File: config.mk
export PLATFORM = sky130hd
export DESIGN_NAME = smpc_top
export DESIGN_NICKNAME = d
export VERILOG_FILES = /design/src/smpc_pkg.sv /design/src/smpc_top.sv
export SDC_FILE = /design/constraint.sdc
export NUM_CORES = 1
export LEC_CHECK = 0
export BUFFER_PORTS_ARGS = -buffer_cell sky130_fd_sc_hd__buf_2
export CORE_MARGIN = 2
export CORE_UTILIZATION = 24
export CTS_BUF_LIST = sky130_fd_sc_hd__clkbuf_16
export CTS_CLUSTER_DIAMETER = 150
export CTS_CLUSTER_SIZE = 30
export DETAILED_ROUTE_END_ITERATION = 10
export GPL_TIMING_DRIVEN = 0
export SLEW_MARGIN = 25
export SYNTH_ARGS = -nofsm -noshare
export SYNTH_HDL_FRONTEND = slang
export SYNTH_SLANG_ARGS = --single-unit
File: constraint.sdc
create_clock -name clk -period 1.8 [get_ports clk]
set_input_delay 0.36 -clock clk [delete_from_list [all_inputs] [get_ports clk]]
set_output_delay 0.36 -clock clk [all_outputs]
set_load 0.02 [all_outputs]
File: src/smpc_pkg.sv
// Package of constants for the sync output and mode pin control block
package smpc_pkg;
   // Rates in kHz; the synthesizers divide the 10 MHz clock by ratio only in a model sense
   localparam int unsigned RATE_A_RST_KHZ   = 1544;       // Synth B clock A reset rate
   localparam int unsigned RATE_B_RST_KHZ   = 3088;       // Synth B clock B reset rate
   localparam int unsigned RATE_MAX_KHZ     = 77760;
   localparam int unsigned RATE_MIN_KHZ     = 2;
   localparam int unsigned RATE_STEP_KHZ    = 8;
   // Differential output rate selects
   localparam logic [2:0]  SDH_19M44        = 3'h0;
   localparam logic [2:0]  SDH_38M88        = 3'h1;
   localparam logic [2:0]  SDH_77M76        = 3'h2;
   localparam logic [2:0]  SDH_155M52       = 3'h3;
   localparam logic [2:0]  SDH_311M04       = 3'h4;
   localparam logic [2:0]  SDH_622M08       = 3'h5;
   localparam logic [2:0]  DIFF_A_RST       = SDH_155M52;
   localparam logic [2:0]  DIFF_B_RST       = SDH_622M08;
   // Register offsets
   localparam logic [3:0]  REG_CTRL         = 4'h0;
   localparam logic [3:0]  REG_SYNTH_A      = 4'h1;
   localparam logic [3:0]  REG_SYNTH_B      = 4'h2;
   localparam logic [3:0]  REG_DIFF         = 4'h3;
   localparam logic [3:0]  REG_STATUS       = 4'h4;
   // Control register fields
   localparam int          CTRL_HS_SW       = 0;
   localparam int          CTRL_HS_SRC      = 1;
   localparam int          CTRL_MODE_LO     = 2;
   localparam int          CTRL_MODE_SRC    = 4;
   localparam logic [31:0] CTRL_RST         = 32'h0000_0000;
   // Synth B clock B: bit 16 selects divide, low 8 bits the ratio
   localparam int          SYN_B_DIV_BIT    = 16;
   localparam logic [31:0] SYN_B_RST        = 32'h0000_0002; // Multiply by 2
   // Reset minimum time
   localparam int unsigned RST_MIN_NS       = 300;
   localparam int unsigned CLK_PERIOD_NS    = 100;
   localparam int unsigned RST_MIN_CYC      = (RST_MIN_NS + CLK_PERIOD_NS - 1) / CLK_PERIOD_NS;
   // Primary loop modes
   typedef enum logic [3:0] {
      MODE_AUTO     = 4'b0001,
      MODE_NORMAL   = 4'b0010,
      MODE_HOLDOVER = 4'b0100,
      MODE_FREERUN  = 4'b1000
   } smpc_mode_t;
endpackage

File: src/smpc_top.sv
// Pin-level control and output clock configuration of the line-card synchronizer
//=====================================================================
// Contract
// RL1 - Synth B clock A: any 8 kHz multiple to 77.76 MHz or 2 kHz; resets 1.544 MHz.
// RL2 - Synth B clock B: multiple or division of clock A, 2 kHz..77.76 MHz; resets 3.088. The code refuses only a zero ratio, not an out-of-range rate.
// RL3 - Feedback copy output buffers primary loop feedback, matching selected reference rate.
// RL4 - Secondary reference copy buffers secondary selector output; switching not hitless.
// RL5 - Differential output A selects SDH rates, default 155.52 MHz.
// RL6 - Differential output B selects SDH rates, default 622.08 MHz.
// RL7 - Low device reset resets all; host holds it at least 300 ns after power-up.
// RL8 - Hitless enable high: primary loop switches references without phase hits.
// RL9 - Hitless enable low: no hitless switching, output phase realigned to reference.
// RL10 - Hitless control also settable through a software register.
// RL11 - Mode pins sampled during reset choose default primary loop mode; code gives MODE_AUTO until the pins settle, then follows them live.
// RL12 - After reset, mode comes from pins or the mode register.
// RL13 - Output A enable high drives the driver, low puts it in high impedance.
// RL14 - Output B enable high drives the driver, low puts it in high impedance.
// RL15 - Mode, hitless and enable pins synchronised before reaching control logic.
`timescale 1ns/1ps
module smpc_top
   import smpc_pkg::*;
#(
   parameter int unsigned SDH_RATES = 6
)
(
   input  wire logic        clk,
   input  wire logic        resetn,
   input  wire logic [3:0]  regAddr,
   input  wire logic [31:0] regWrData,
   input  wire logic        regWrite,
   input  wire logic        regRead,
   output logic      [31:0] regRdData,
   input  wire logic        hitless_switch_enable,
   input  wire logic        primary_mode_pin_lo,
   input  wire logic        primary_mode_pin_hi,
   input  wire logic        diff_out_a_enable,
   input  wire logic        diff_out_b_enable,
   input  wire logic        primaryFeedbackClk,
   input  wire logic        secondarySelectedRef,
   input  wire logic        synthAClkRaw,
   input  wire logic        synthBClkRaw,
   input  wire logic        diffAClkRaw,
   input  wire logic        diffBClkRaw,
   output logic             synth_b_clock_a,
   output logic             synth_b_clock_b,
   output logic      [16:0] synthARateKhz,
   output logic      [31:0] synthBConfig,
   output logic             feedback_copy_out,
   output logic             secondary_ref_copy_out,
   output logic             diff_out_a_pos,
   output logic             diff_out_a_neg,
   output logic             diff_out_a_oen,
   output logic             diff_out_b_pos,
   output logic             diff_out_b_neg,
   output logic             diff_out_b_oen,
   output logic      [2:0]  diffARate,
   output logic      [2:0]  diffBRate,
   output logic             hitlessActive,
   output logic             phaseRealign,
   output smpc_mode_t       primaryMode
);

   //==================================================================
   // Pin synchronisers: three stages, change taken when stages 2 and 3 agree
   localparam int NPIN = 5;
   logic [NPIN-1:0] pinRaw;
   logic [NPIN-1:0] pinS1_q;
   logic [NPIN-1:0] pinS2_q;
   logic [NPIN-1:0] pinS3_q;
   logic [NPIN-1:0] pinStable_q;
   logic [NPIN-1:0] pinStable_d;

   assign pinRaw = {diff_out_b_enable, diff_out_a_enable, primary_mode_pin_hi,
                    primary_mode_pin_lo, hitless_switch_enable};

   // Shift chain; first stage feeds only the second
   always_ff @(posedge clk or negedge resetn)
   begin
      if (!resetn)
      begin
         pinS1_q     <= '0;
         pinS2_q     <= '0;
         pinS3_q     <= '0;
         pinStable_q <= '0;
      end
      else
      begin
         pinS1_q     <= pinRaw;                 // [RL15]
         pinS2_q     <= pinS1_q;
         pinS3_q     <= pinS2_q;
         pinStable_q <= pinStable_d;
      end
   end

   // Agreement filter per pin
   genvar gi;
   generate
      for (gi = 0; gi < NPIN; gi++)
      begin : g_pin
         assign pinStable_d[gi] = (pinS2_q[gi] == pinS3_q[gi]) ? pinS3_q[gi]
                                                                : pinStable_q[gi]; // [RL15]
      end
   endgenerate

   wire       hsPin    = pinStable_q[0];
   wire [1:0] modePins = pinStable_q[2:1];
   wire       enAPin   = pinStable_q[3];
   wire       enBPin   = pinStable_q[4];

   //==================================================================
   // Reset release tracking; pins need the synchroniser depth to settle
   localparam logic [2:0] SETTLE_CYC = 3'(RST_MIN_CYC + 1);
   logic [2:0] settleCnt_q;
   logic       strapTaken_q;
   wire        settled   = (settleCnt_q == SETTLE_CYC);
   wire        takeStrap = settled && !strapTaken_q;

   always_ff @(posedge clk or negedge resetn)
   begin
      if (!resetn)
      begin
         settleCnt_q  <= 3'h0;
         strapTaken_q <= 1'b0;
      end
      else
      begin
         if (!settled)
            settleCnt_q <= settleCnt_q + 3'h1;
         if (takeStrap)
            strapTaken_q <= 1'b1;               // [RL7]
      end
   end

   //==================================================================
   // Register decode
   wire wrCtrl   = regWrite && (regAddr == REG_CTRL);
   wire wrSynA   = regWrite && (regAddr == REG_SYNTH_A);
   wire wrSynB   = regWrite && (regAddr == REG_SYNTH_B);
   wire wrDiff   = regWrite && (regAddr == REG_DIFF);

   // Synth A rate accepted only if 2 kHz or an 8 kHz multiple up to the ceiling
   wire [16:0] synAReq  = regWrData[16:0];
   wire        synAOk   = (synAReq == 17'(RATE_MIN_KHZ)) ||
                          ((synAReq != 17'h0_0000) && (synAReq[2:0] == 3'h0) &&
                           (synAReq <= 17'(RATE_MAX_KHZ)));
   // Clock B ratio: zero ratio refused
   wire        synBOk   = (regWrData[7:0] != 8'h00);
   wire        diffAOk  = (32'(regWrData[2:0]) < SDH_RATES);
   wire        diffBOk  = (32'(regWrData[10:8]) < SDH_RATES);

   logic [31:0] ctrl_q;
   logic [16:0] synA_q;
   logic [31:0] synB_q;
   logic [2:0]  diffA_q;
   logic [2:0]  diffB_q;
   logic [1:0]  strapMode_q;

   // Strap latch; the pins must settle through the synchroniser first
   always_ff @(posedge clk or negedge resetn)
   begin
      if (!resetn)
         strapMode_q <= 2'h0;
      else if (takeStrap)
         strapMode_q <= modePins;               // [RL11]
   end

   // Control word: lets software take hitless and mode control from the pins
   always_ff @(posedge clk or negedge resetn)
   begin
      if (!resetn)
         ctrl_q <= CTRL_RST;
      else if (wrCtrl)
         ctrl_q <= regWrData;                   // [RL10]
   end

   // Synthesizer words; a refused value leaves the old rate running
   always_ff @(posedge clk or negedge resetn)
   begin
      if (!resetn)
      begin
         synA_q <= 17'(RATE_A_RST_KHZ);         // [RL1]
         synB_q <= SYN_B_RST;                   // [RL2]
      end
      else
      begin
         if (wrSynA && synAOk)
            synA_q <= synAReq;                  // [RL1]
         if (wrSynB && synBOk)
            synB_q <= regWrData;                // [RL2]
      end
   end

   // Differential rate selects; each field is checked on its own
   always_ff @(posedge clk or negedge resetn)
   begin
      if (!resetn)
      begin
         diffA_q <= DIFF_A_RST;                 // [RL5]
         diffB_q <= DIFF_B_RST;                 // [RL6]
      end
      else
      begin
         if (wrDiff && diffAOk)
            diffA_q <= regWrData[2:0];          // [RL5]
         if (wrDiff && diffBOk)
            diffB_q <= regWrData[10:8];         // [RL6]
      end
   end

   //==================================================================
   // Mode selection: strap until pins or register take over
   logic [1:0] modeCode;
   always_comb
   begin
      if (ctrl_q[CTRL_MODE_SRC])
         modeCode = ctrl_q[CTRL_MODE_LO +: 2];  // [RL12]
      else if (strapTaken_q)
         modeCode = modePins;                   // [RL12]
      else
         modeCode = strapMode_q;                // [RL11]
   end

   smpc_mode_t modeDec;
   always_comb
   begin
      case (modeCode)
         2'h0:    modeDec = MODE_AUTO;
         2'h1:    modeDec = MODE_NORMAL;
         2'h2:    modeDec = MODE_HOLDOVER;
         2'h3:    modeDec = MODE_FREERUN;
         default: modeDec = MODE_AUTO;
      endcase
   end

   // Hitless source: pin unless the register claims control
   wire hsEff = ctrl_q[CTRL_HS_SRC] ? ctrl_q[CTRL_HS_SW] : hsPin; // [RL10]

   //==================================================================
   // Read selection; an idle cycle or an unmapped offset reads as zero
   wire [31:0] statWord = {22'h00_0000, enBPin, enAPin, modeDec, modeCode, hsEff,
                           strapTaken_q};
   wire        rdCtrl   = regRead && (regAddr == REG_CTRL);
   wire        rdSynA   = regRead && (regAddr == REG_SYNTH_A);
   wire        rdSynB   = regRead && (regAddr == REG_SYNTH_B);
   wire        rdDiff   = regRead && (regAddr == REG_DIFF);
   wire        rdStat   = regRead && (regAddr == REG_STATUS);
   wire [31:0] rdMux    = ({32{rdCtrl}} & ctrl_q)
                        | ({32{rdSynA}} & {15'h0000, synA_q})
                        | ({32{rdSynB}} & synB_q)
                        | ({32{rdDiff}} & {21'h00_0000, diffB_q, 5'h00, diffA_q})
                        | ({32{rdStat}} & statWord);

   //==================================================================
   // Registered control outputs
   always_ff @(posedge clk or negedge resetn)
   begin
      if (!resetn)
      begin
         primaryMode   <= MODE_AUTO;
         hitlessActive <= 1'b0;
         phaseRealign  <= 1'b0;
      end
      else
      begin
         primaryMode   <= modeDec;
         hitlessActive <= hsEff;                // [RL8]
         phaseRealign  <= !hsEff;               // [RL9]
      end
   end

   // Read data stand for the one cycle after the strobe, zero otherwise
   // Registered, so no path runs from the address pins to the data port
   always_ff @(posedge clk or negedge resetn)
   begin
      if (!resetn)
         regRdData <= 32'h0000_0000;
      else
         regRdData <= rdMux;
   end

   // Configuration to the synthesizers
   assign synthARateKhz = synA_q;
   assign synthBConfig  = synB_q;
   assign diffARate     = diffA_q;
   assign diffBRate     = diffB_q;

   //==================================================================
   // Clock paths: buffered copies; a mux would glitch, so raw clocks pass straight
   assign synth_b_clock_a        = synthAClkRaw;          // [RL1]
   assign synth_b_clock_b        = synthBClkRaw;          // [RL2]
   assign feedback_copy_out      = primaryFeedbackClk;    // [RL3]
   assign secondary_ref_copy_out = secondarySelectedRef;  // [RL4] not hitless

   // Differential drivers; enable pin high (oen low) means driven, parked low while off
   assign diff_out_a_oen = !enAPin;                       // [RL13]
   assign diff_out_a_pos = enAPin & diffAClkRaw;
   assign diff_out_a_neg = enAPin & !diffAClkRaw;
   assign diff_out_b_oen = !enBPin;                       // [RL14]
   assign diff_out_b_pos = enBPin & diffBClkRaw;
   assign diff_out_b_neg = enBPin & !diffBClkRaw;

endmodule

# == Word level (Yosys, flattened, before mapping) ==
# Index checks and enable logic that the tools add are counted.
# word_totals
romBits,0
in_bits,51
out_inout_bits,103
ff_bits,151
ram_bits,0
n_memories,0
elab_cells,83
latch_bits,0
# op_classes
mul,0
n_div,0
eq_ne,14
n_shift,0
n_mux,4
add_sub_neg,1
bitwise,13
reduce_logical,28
n_lt_le_gt_ge,3
# op_table
cell,n
$or A32 B32 Y32,4
$and A32 B32 Y32,2
$and A32 B10 Y32,1
$and A32 B11 Y32,1
$and A32 B17 Y32,1
$eq A17 B2 Y1 const B,1
$le A17 B17 Y1 const B,1
$reduce_bool A17 Y1,1
$logic_and A1 B1 Y1,16
$pmux W4 S4,1
$eq A4 B2 Y1 const B,2
$reduce_bool A8 Y1,1
$logic_not A1 Y1,6
$lt A3 B3 Y1 const B,2
$eq A1 B1 Y1,5
$and A1 B1 Y1,4
$eq A2 B2 Y1 const B,2
$eq A4 B1 Y1 const B,1
$eq A4 B3 Y1 const B,1
$logic_not A4 Y1,1
$mux W2,2
$add A3 B1 Y3 const B,1
$eq A3 B3 Y1 const B,1
$logic_not A3 Y1,1
4 further kinds,4

# == Longest topological paths before layout ==
# Gate-level depths: netlist of run 1.
# logic_depth
ltp_word,7
ltp_mapped,7
ltp_nobuf,5

# == Worst setup path after synthesis of run 1 ==
# Ideal clock, no wire load.
# synth_timing
kind,in2reg
startpoint,input port regAddr[1]
endpoint,register synA_q[11] (netlist: synthARateKhz[11])
arrival_time_ns,1.922
slack_ns,-0.247
n_path_buf,2
required_time_ns,1.675
stages,7
setup_ns,0.125
cell_sequence,buf_2 > nor4b_4 > nand3b_1 > nor4_2 > or2_4 > buf_8 > mux2_4
# synth_via
elab_chain_len,3
# synth_rtl
element,line,rtl
"start, declared",smpc_top.sv:28,"input wire logic [3:0] regAddr,"
$eq A4 B1 Y1,smpc_top.sv:137,wire wrSynA = regWrite && (regAddr == REG_SYNTH_A);
$logic_and A1 B1 Y1,smpc_top.sv:137,
$logic_and A1 B1 Y1,smpc_top.sv:186,if (wrSynA && synAOk)
"end signal, assigned",smpc_top.sv:181,synA_q <= 17'(RATE_A_RST_KHZ);
"end signal, assigned",smpc_top.sv:187,synA_q <= synAReq;
"end, declared",smpc_top.sv:152,logic [16:0] synA_q;
# No other way between the ends.
# A chain may end at the register's enable or synchronous reset.

# == Final worst setup path of run 1 ==
# layout_timing
startpoint,input port regWrData[15]
endpoint,register synA_q[13] (netlist: synthARateKhz[13])
# layout_via
elab_chain_len,5
word_cells_on_any_way,7
classes_between,order compare: 1; eq/ne: 1; reduce/logical: 5
# layout_rtl
element,line,rtl
"start, declared",smpc_top.sv:29,"input wire logic [31:0] regWrData,"
branches (longest 3 deep; another with $le A17 B17 Y1),--,
$logic_or A1 B1 Y1 *,smpc_top.sv:143,wire synAOk = (synAReq == 17'(RATE_MIN_KHZ)) ||
$logic_and A1 B1 Y1 *,smpc_top.sv:186,
# Every way passes the cells marked *.

==> results.cfg, run 1 <==
[power]
ir_worst_vdd_mv = 0.4840
power.internal_mw = 6.563
p_comb_share_pct = 16.0
power.share.clock_pct = 38.3
p_seq_share_pct = 45.7
pwr_density_cell_mw_per_mm2 = 1175
p_leak_nw = 3.788
sw_frac_of_total_pct = 28.53
power.net_switching_mw = 2.620

[yosys]
synth_warnings = 0
post_synth_inst_count = 406
synth.mux.area_fraction_pct = 16.35
post_synthesis_net_count = 459
top_post_synthesis_cells_by_area = dfrtp_1, mux2_2, dfstp_2
yosys.area_share.simple_pct = 7.000
synth_top_cell_by_area = dfrtp_1
synthDominantCellAreaShare_pct = 60.61
synth-adder-area-share_pct = 1.280
postSynth.asyncResetShare_pct = 100.0
synth_xor_area_share_pct = 0.1494
synth_flop_cell = dfrtp_1
synth-seq-area-share_pct = 64.64
synth_enable_flop_cells = 0
most_frequent_cell_after_synthesis = dfrtp_1
dominant_combinational_cell_family_by_area_after_synthesis = multiplexers
syn_area_per_cell_um2 = 14.44
synth_compound_area_share_pct = 8.131
synth.distinct_cells = 45
synth.top_cells.by_count = dfrtp_1, mux2_2, nor2_1
netlist_area_mm2 = 0.005863
synth-seq-cells = 151

[worst_setup_path]
reg2regPathDepth = 5
timing.critical_path.cells = buf_8 -> or3_4 -> and4b_2 -> and4_1 -> or2_4 -> clkbuf_16 -> mux2_4
type_of_the_worst_setup_path = input pin to flip-flop
critical_path.max_fanout = 5
critPathArrivalTime_ps = 2110
critPathTopFamily = simple AND/OR/NAND/NOR gates
cpMaxStageDelayCell = or3_4
crit_path_start = regWrData[15]
critical-path-max-stage-delay_ps = 400
cp_num_buf_inv = 2
timing.critical_path.from_type = input pin
worstSetupEndpoint = synthARateKhz[13]
r2r-start = settleCnt_q[0]
critPathRequiredTime_ps = 2100
worst_setup_path_end_kind = flip-flop
register_to_register_setup_slack_ps = 340
crit_cells = 7
regToRegEndpoint = strapMode_q[0]

[timing]
clock_skew_ps = 9.535
final-max-slew-violation-count = 0
relSlewSlack_pct = 49.24
final-hold-violation-count = 0
final_hold_slack_ps = 43.58
setup_viol_count_final = 2
setup_slack_ps = -15.26
max_slew.worst_pin.slew_ps = 758.6
grt_setup_unrepaired = true
min_period_ps = 1815
timing.final.crit_share_pct = 100.8
fmax_ghz = 0.5509

[worst_hold_path]
hold_start = hitless_switch_enable
worstHoldPathType = input pin to flip-flop

[place]
buffer_ports.inserted = 148
post-place-cells = 881
finalWeightedCongestion = 0.7458
dpl-instance-area_mm2 = 0.007106
dp_hpwl_um = 11570

[global_route]
grt_first_pass_wirelength_um = 24540
global_route.usage.total_pct = 12.89
globalRouteOverflowTotal = 0
grt_pass1_vias = 4088
grt_max_degree = 89
antenna_found_initial = 2

[run]
drv.max_cap_violation_count = 0

[clock_network]
worst_skew_pair.late_latency_ps = 420
tritoncts_num_sinks = 151
cts-root-buf = clkbuf_16
cts_htree_levels = 4
cts_inserted_buffers = 17
cts_tree = done
cts.clk_slew.worst_paths_ps = 60
cts-root-to-sink-buffers = 2

[floorplan]
fp.dieW_um = 160.3
dieHeight_um = 160.3
num_io_pins = 154
initial_utilization_pct = 24.25
die-area_mm2 = 0.02570
core_area_mm2 = 0.02418
rows = 57

[outcome]
violations = setup timing
run_status = finished with violations

[routing]
route.detailed.vias_per_inst = 4.339
dr.pass1.iters = 5
vias = 3979
postRouteAntennaNets = 0
route.final.wire_length_um = 16290
initialDrtViolationCount = 240
drt-wirelength-per-cell_um = 17.76
drc_errors = 0

[finish]
total_of_fill_cells_in_the_finished_design = 2469
synthToLayoutAreaGrowth_pct = 33.31
non_filler_instance_count_after_layout = 917
stdcell_area_mm2 = 0.007816
nets = 632
drive_gt1_share_pct = 50.00
cell usage in the layout, fill, tap and decap left out, drive strengths merged, types with 2 or more instances in the layout:
master	count
nand2	18
a222oi	15
nand3b	2
a22o	18
nand4	2
buf	164
o21a	2
nor3b	3
maj3	5
a22oi	8
inv	16
nor3	3
dfrtp	142
dfstp	9
and2	4
clkinv	5
nor2	29
o21ai	7
clkbuf	25
nand3	3
a21oi	3
a2111oi	2
bufinv	2
nor4	4
a31oi	2
mux2i	2
mux2	80
ha	2
clkinvlp	3
timing repair:
action | CTS | global route
pin swaps | 1 | 3
hold buffers | 1 | 0
cloned | 0 | 1
buffers inserted | 0 | 1
gates resized for setup | 15 | 10
endpoints found under the hold margin | 83 | 0
endpoints found under the setup margin | 69 | 53
cell families after synthesis:
family                     after synthesis
DFF                                    151
muxes                                   82
and+or+nand+nor                         77
AOI/OAI and AO/OA                       58
buffers and inverters                   30
adders and majority gates                7
xor gates and xnor gates                 1
registers in the layout (all words and copies together), names as in the netlist:
| signal | flops |
|---|---|
| hitlessActive | 1 |
| strapTaken_q | 1 |
| pinStable_q | 5 |
| pinS3_q | 5 |
| phaseRealign | 1 |
| diffBRate | 3 |
| pinS1_q | 5 |
| synthBConfig | 32 |
| primaryMode | 4 |
| ctrl_q | 32 |
| settleCnt_q | 3 |
| regRdData | 32 |
| diffARate | 3 |
| synthARateKhz | 17 |
| strapMode_q | 2 |
| pinS2_q | 5 |
worst min path at each step:
| stage | endpoint | slack, ps | cells past startpoint |
|---|---|---|---|
| after floorplan | ctrl_q[0] | 60 | 0 |
| after global placement | pinS2_q[4] | 330 | 0 |
| after detailed placement | pinS2_q[4] | 340 | 0 |
| after CTS | pinS1_q[0] | 20 | 1 |
| after global routing | pinS1_q[0] | 20 | 1 |
| final | pinS1_q[0] | 40 | 1 |
layout make-up:
type                       count  area [µm²]  area share (%)
multi-input combinational    225        1994           25.52
buffer                        19       132.6           1.697
timing repair buffer         154       872.1           11.16
clock inverter                15       152.6           1.953
clock buffer                  17       425.4           5.443
sequential                   151        3790           48.49
inverter                      11       41.29          0.5283
antenna                        1       2.502         0.03202
tap                          324       405.4           5.186
metrics by stage:
stage                     utilization (%)  TNS (ps)  power, mW  setup slack (ps)
final                               32.33    -25.82      9.183            -15.26
after global routing                32.32    -309.7      9.622            -55.99
after CTS                           32.07         0      9.319             5.301
after detailed placement            29.39    -51490      5.736            -737.5
after global placement              29.07   -348130      5.685             -1998
after floorplan                         -     -1778      5.065            -185.0
layer usage:
| metal | track usage [%] | routed length [µm] |
|---|---|---|
| met1 | 16.10 | 7122 |
| met2 | 21.13 | 7993 |
| met3 | 4.184 | 958 |
| met4 | 4.382 | 200 |
| met5 | 0 | 12 |
power groups by stage:
| stage | sequential [mW] | clock, mW | combinational, mW |
|---|---|---|---|
| 2_1_floorplan | 4.55 | 0 | 0.512 |
| 3_3_place_gp | 4.25 | 0 | 1.44 |
| 3_5_place_dp | 4.26 | 0 | 1.48 |
| 4_1_cts | 4.20 | 3.63 | 1.49 |
| 5_1_grt | 4.27 | 3.77 | 1.59 |
| 6_report | 4.20 | 3.52 | 1.47 |
Note: power is estimated with default switching activity, not from simulation.
==> inputs of run 2 (changes only) <==
Settings changed: CTS_BUF_LIST sky130_fd_sc_hd__clkbuf_16 to not set.
==> run 2 against run 1 <==
Effect of this change:
- the flow still finishes with violations (setup timing)
- final area up 0.13%
- worst hold slack worse by 0.81 ps
- sequential cell count is the same
- via count is the same
- combinational power hardly changed
- register-to-register slack about the same
- routed wire length is essentially flat
- clock power is 1% higher
- cell count stayed put
- sequential power about the same
- die area unchanged
- non-clock buffer count unchanged
- critical endpoint unchanged
==> results.cfg, run 2 (synthesis results as in run 1) <==
[outcome]
run_status = finished with violations
violations = setup timing

[routing]
route.detailed.vias_per_inst = 4.339
drc_errors = 0
vias = 3979
drt-wirelength-per-cell_um = 17.76
postRouteAntennaNets = 0
route.final.wire_length_um = 16290
initialDrtViolationCount = 240
dr.pass1.iters = 5

[finish]
area_of_the_multi_input_gates_mm2 = 0.001994
synthToLayoutAreaGrowth_pct = 33.48
drive_gt1_share_pct = 50.17
total_of_fill_cells_in_the_finished_design = 2468
most-common-layout-cells = buf_2, dfrtp_1, mux2_2, nor2_1
most_common_cell_after_layout_fill_and_taps_aside = buf_2
seq_cell_area_mm2 = 0.003790
nets = 632

[worst_setup_path]
critPathRequiredTime_ps = 2100
worst_setup_path_end_kind = flip-flop
crit_path_start = regWrData[15]
reg2regPathDepth = 5
timing.critical_path.from_type = input pin
critical_path.max_fanout = 5
critPathArrivalTime_ps = 2110
r2r-start = settleCnt_q[0]
type_of_the_worst_setup_path = input pin to flip-flop

[timing]
timing.final.crit_share_pct = 100.8
final-hold-violation-count = 0
final_hold_slack_ps = 42.78
max_slew.worst_pin.slew_ps = 758.6
relSlewSlack_pct = 49.24
fmax_ghz = 0.5509
clock_skew_ps = 9.535
grt_setup_unrepaired = true
min_period_ps = 1815
setup_viol_count_final = 2
final-max-slew-violation-count = 0
setup_slack_ps = -15.26
fin_setup_tns_ps = -25.82

[clock_network]
cts-root-buf = clkbuf_16
cts_inserted_buffers = 17
cts_htree_levels = 4
tritoncts_num_sinks = 151
worst_skew_pair.late_latency_ps = 420
cts-root-to-sink-buffers = 2
cts.clk_slew.worst_paths_ps = 70
cts_tree = done

[floorplan]
rows = 57
die-area_mm2 = 0.02570
fp.dieW_um = 160.3
initial_utilization_pct = 24.25
num_io_pins = 154
core_area_mm2 = 0.02418
dieHeight_um = 160.3

[power]
p_leak_nw = 3.790
total_power_mw = 9.233
ir_worst_vdd_mv = 0.4840
pwr_density_cell_mw_per_mm2 = 1180

[worst_hold_path]
hold_depth = 1
hold_start = hitless_switch_enable
worstHoldPathType = input pin to flip-flop

[global_route]
grt_max_degree = 89
globalRouteOverflowTotal = 0
grt_first_pass_wirelength_um = 24540
global_route.usage.total_pct = 12.89
antenna_found_initial = 2
grt_pass1_vias = 4088

[run]
drv.max_cap_violation_count = 0

[place]
finalWeightedCongestion = 0.7458
dp_hpwl_um = 11570
buffer_ports.inserted = 148
[run 2: cell types whose count changed in the layout (fill, tap and decap cells not counted)]
cell / before / now
clkinv_1: 1 / 0
clkbuf_1: 1 / 2
inv_1: 12 / 11
clkbuf_8: 0 / 1
[run 2: critical path, stage by stage]
cell and delay [ps]:
buf_8 100, or3_4 400, and4b_2 370, and4_1 240, or2_4 180, clkbuf_16 170, mux2_4 290
[run 2: worst paths after layout]
check                                     to  slack [ps]
max                        synthARateKhz[13]         -20
min                               pinS1_q[0]          40
max reg2reg                   strapMode_q[0]         340
min reg2reg                       pinS2_q[1]         350
max in group asynchronous       diffARate[0]         570
min in group asynchronous   synthARateKhz[8]         550
[run 2: area by class of cell]
type	count	share of cell area [%]
antenna	1	0.03197
buffer	19	1.695
clock buffer	19	5.659
clock inverter	13	1.855
inverter	11	0.5276
multi-input combinational	225	25.48
sequential	151	48.43
tap	324	5.180
timing repair buffer	154	11.14
[run 2: per-stage QoR]
step / setup slack [ps] / util, % / cell area [µm²] / std cells
finish: -15.26 / 32.37 / 7826 / 917
detailed placement: -737.5 / 29.39 / 7106 / 881
global placement: -1998 / 29.07 / 7028 / 878
global route: -55.99 / 32.36 / 7824 / 916
CTS: 5.301 / 32.11 / 7762 / 914
floorplan: -185.0 / - / 5882 / 406
[run 2: routing by layer]
metal  wire length [µm]  up-vias  global-route usage (%)
met5                 12        -                       0
met4                200        2                   4.382
met3                958       12                   4.184
met2               7993      100                   21.13
met1               7121     2029                   16.10
li1                   -     1836                       -
[run 2: what timing repair did]
action,in CTS,in global routing
hold endpoints to repair,83,0
resized for setup,15,10
hold buffers,1,0
buffers inserted,0,1
gates cloned,0,1
pin swaps,1,3
setup endpoints to repair,69,53
[run 2: report_power, final]
group / switching (mW) / internal [mW]
clock: 1.47 / 2.10
combinational: 0.850 / 0.616
sequential: 0.301 / 3.90
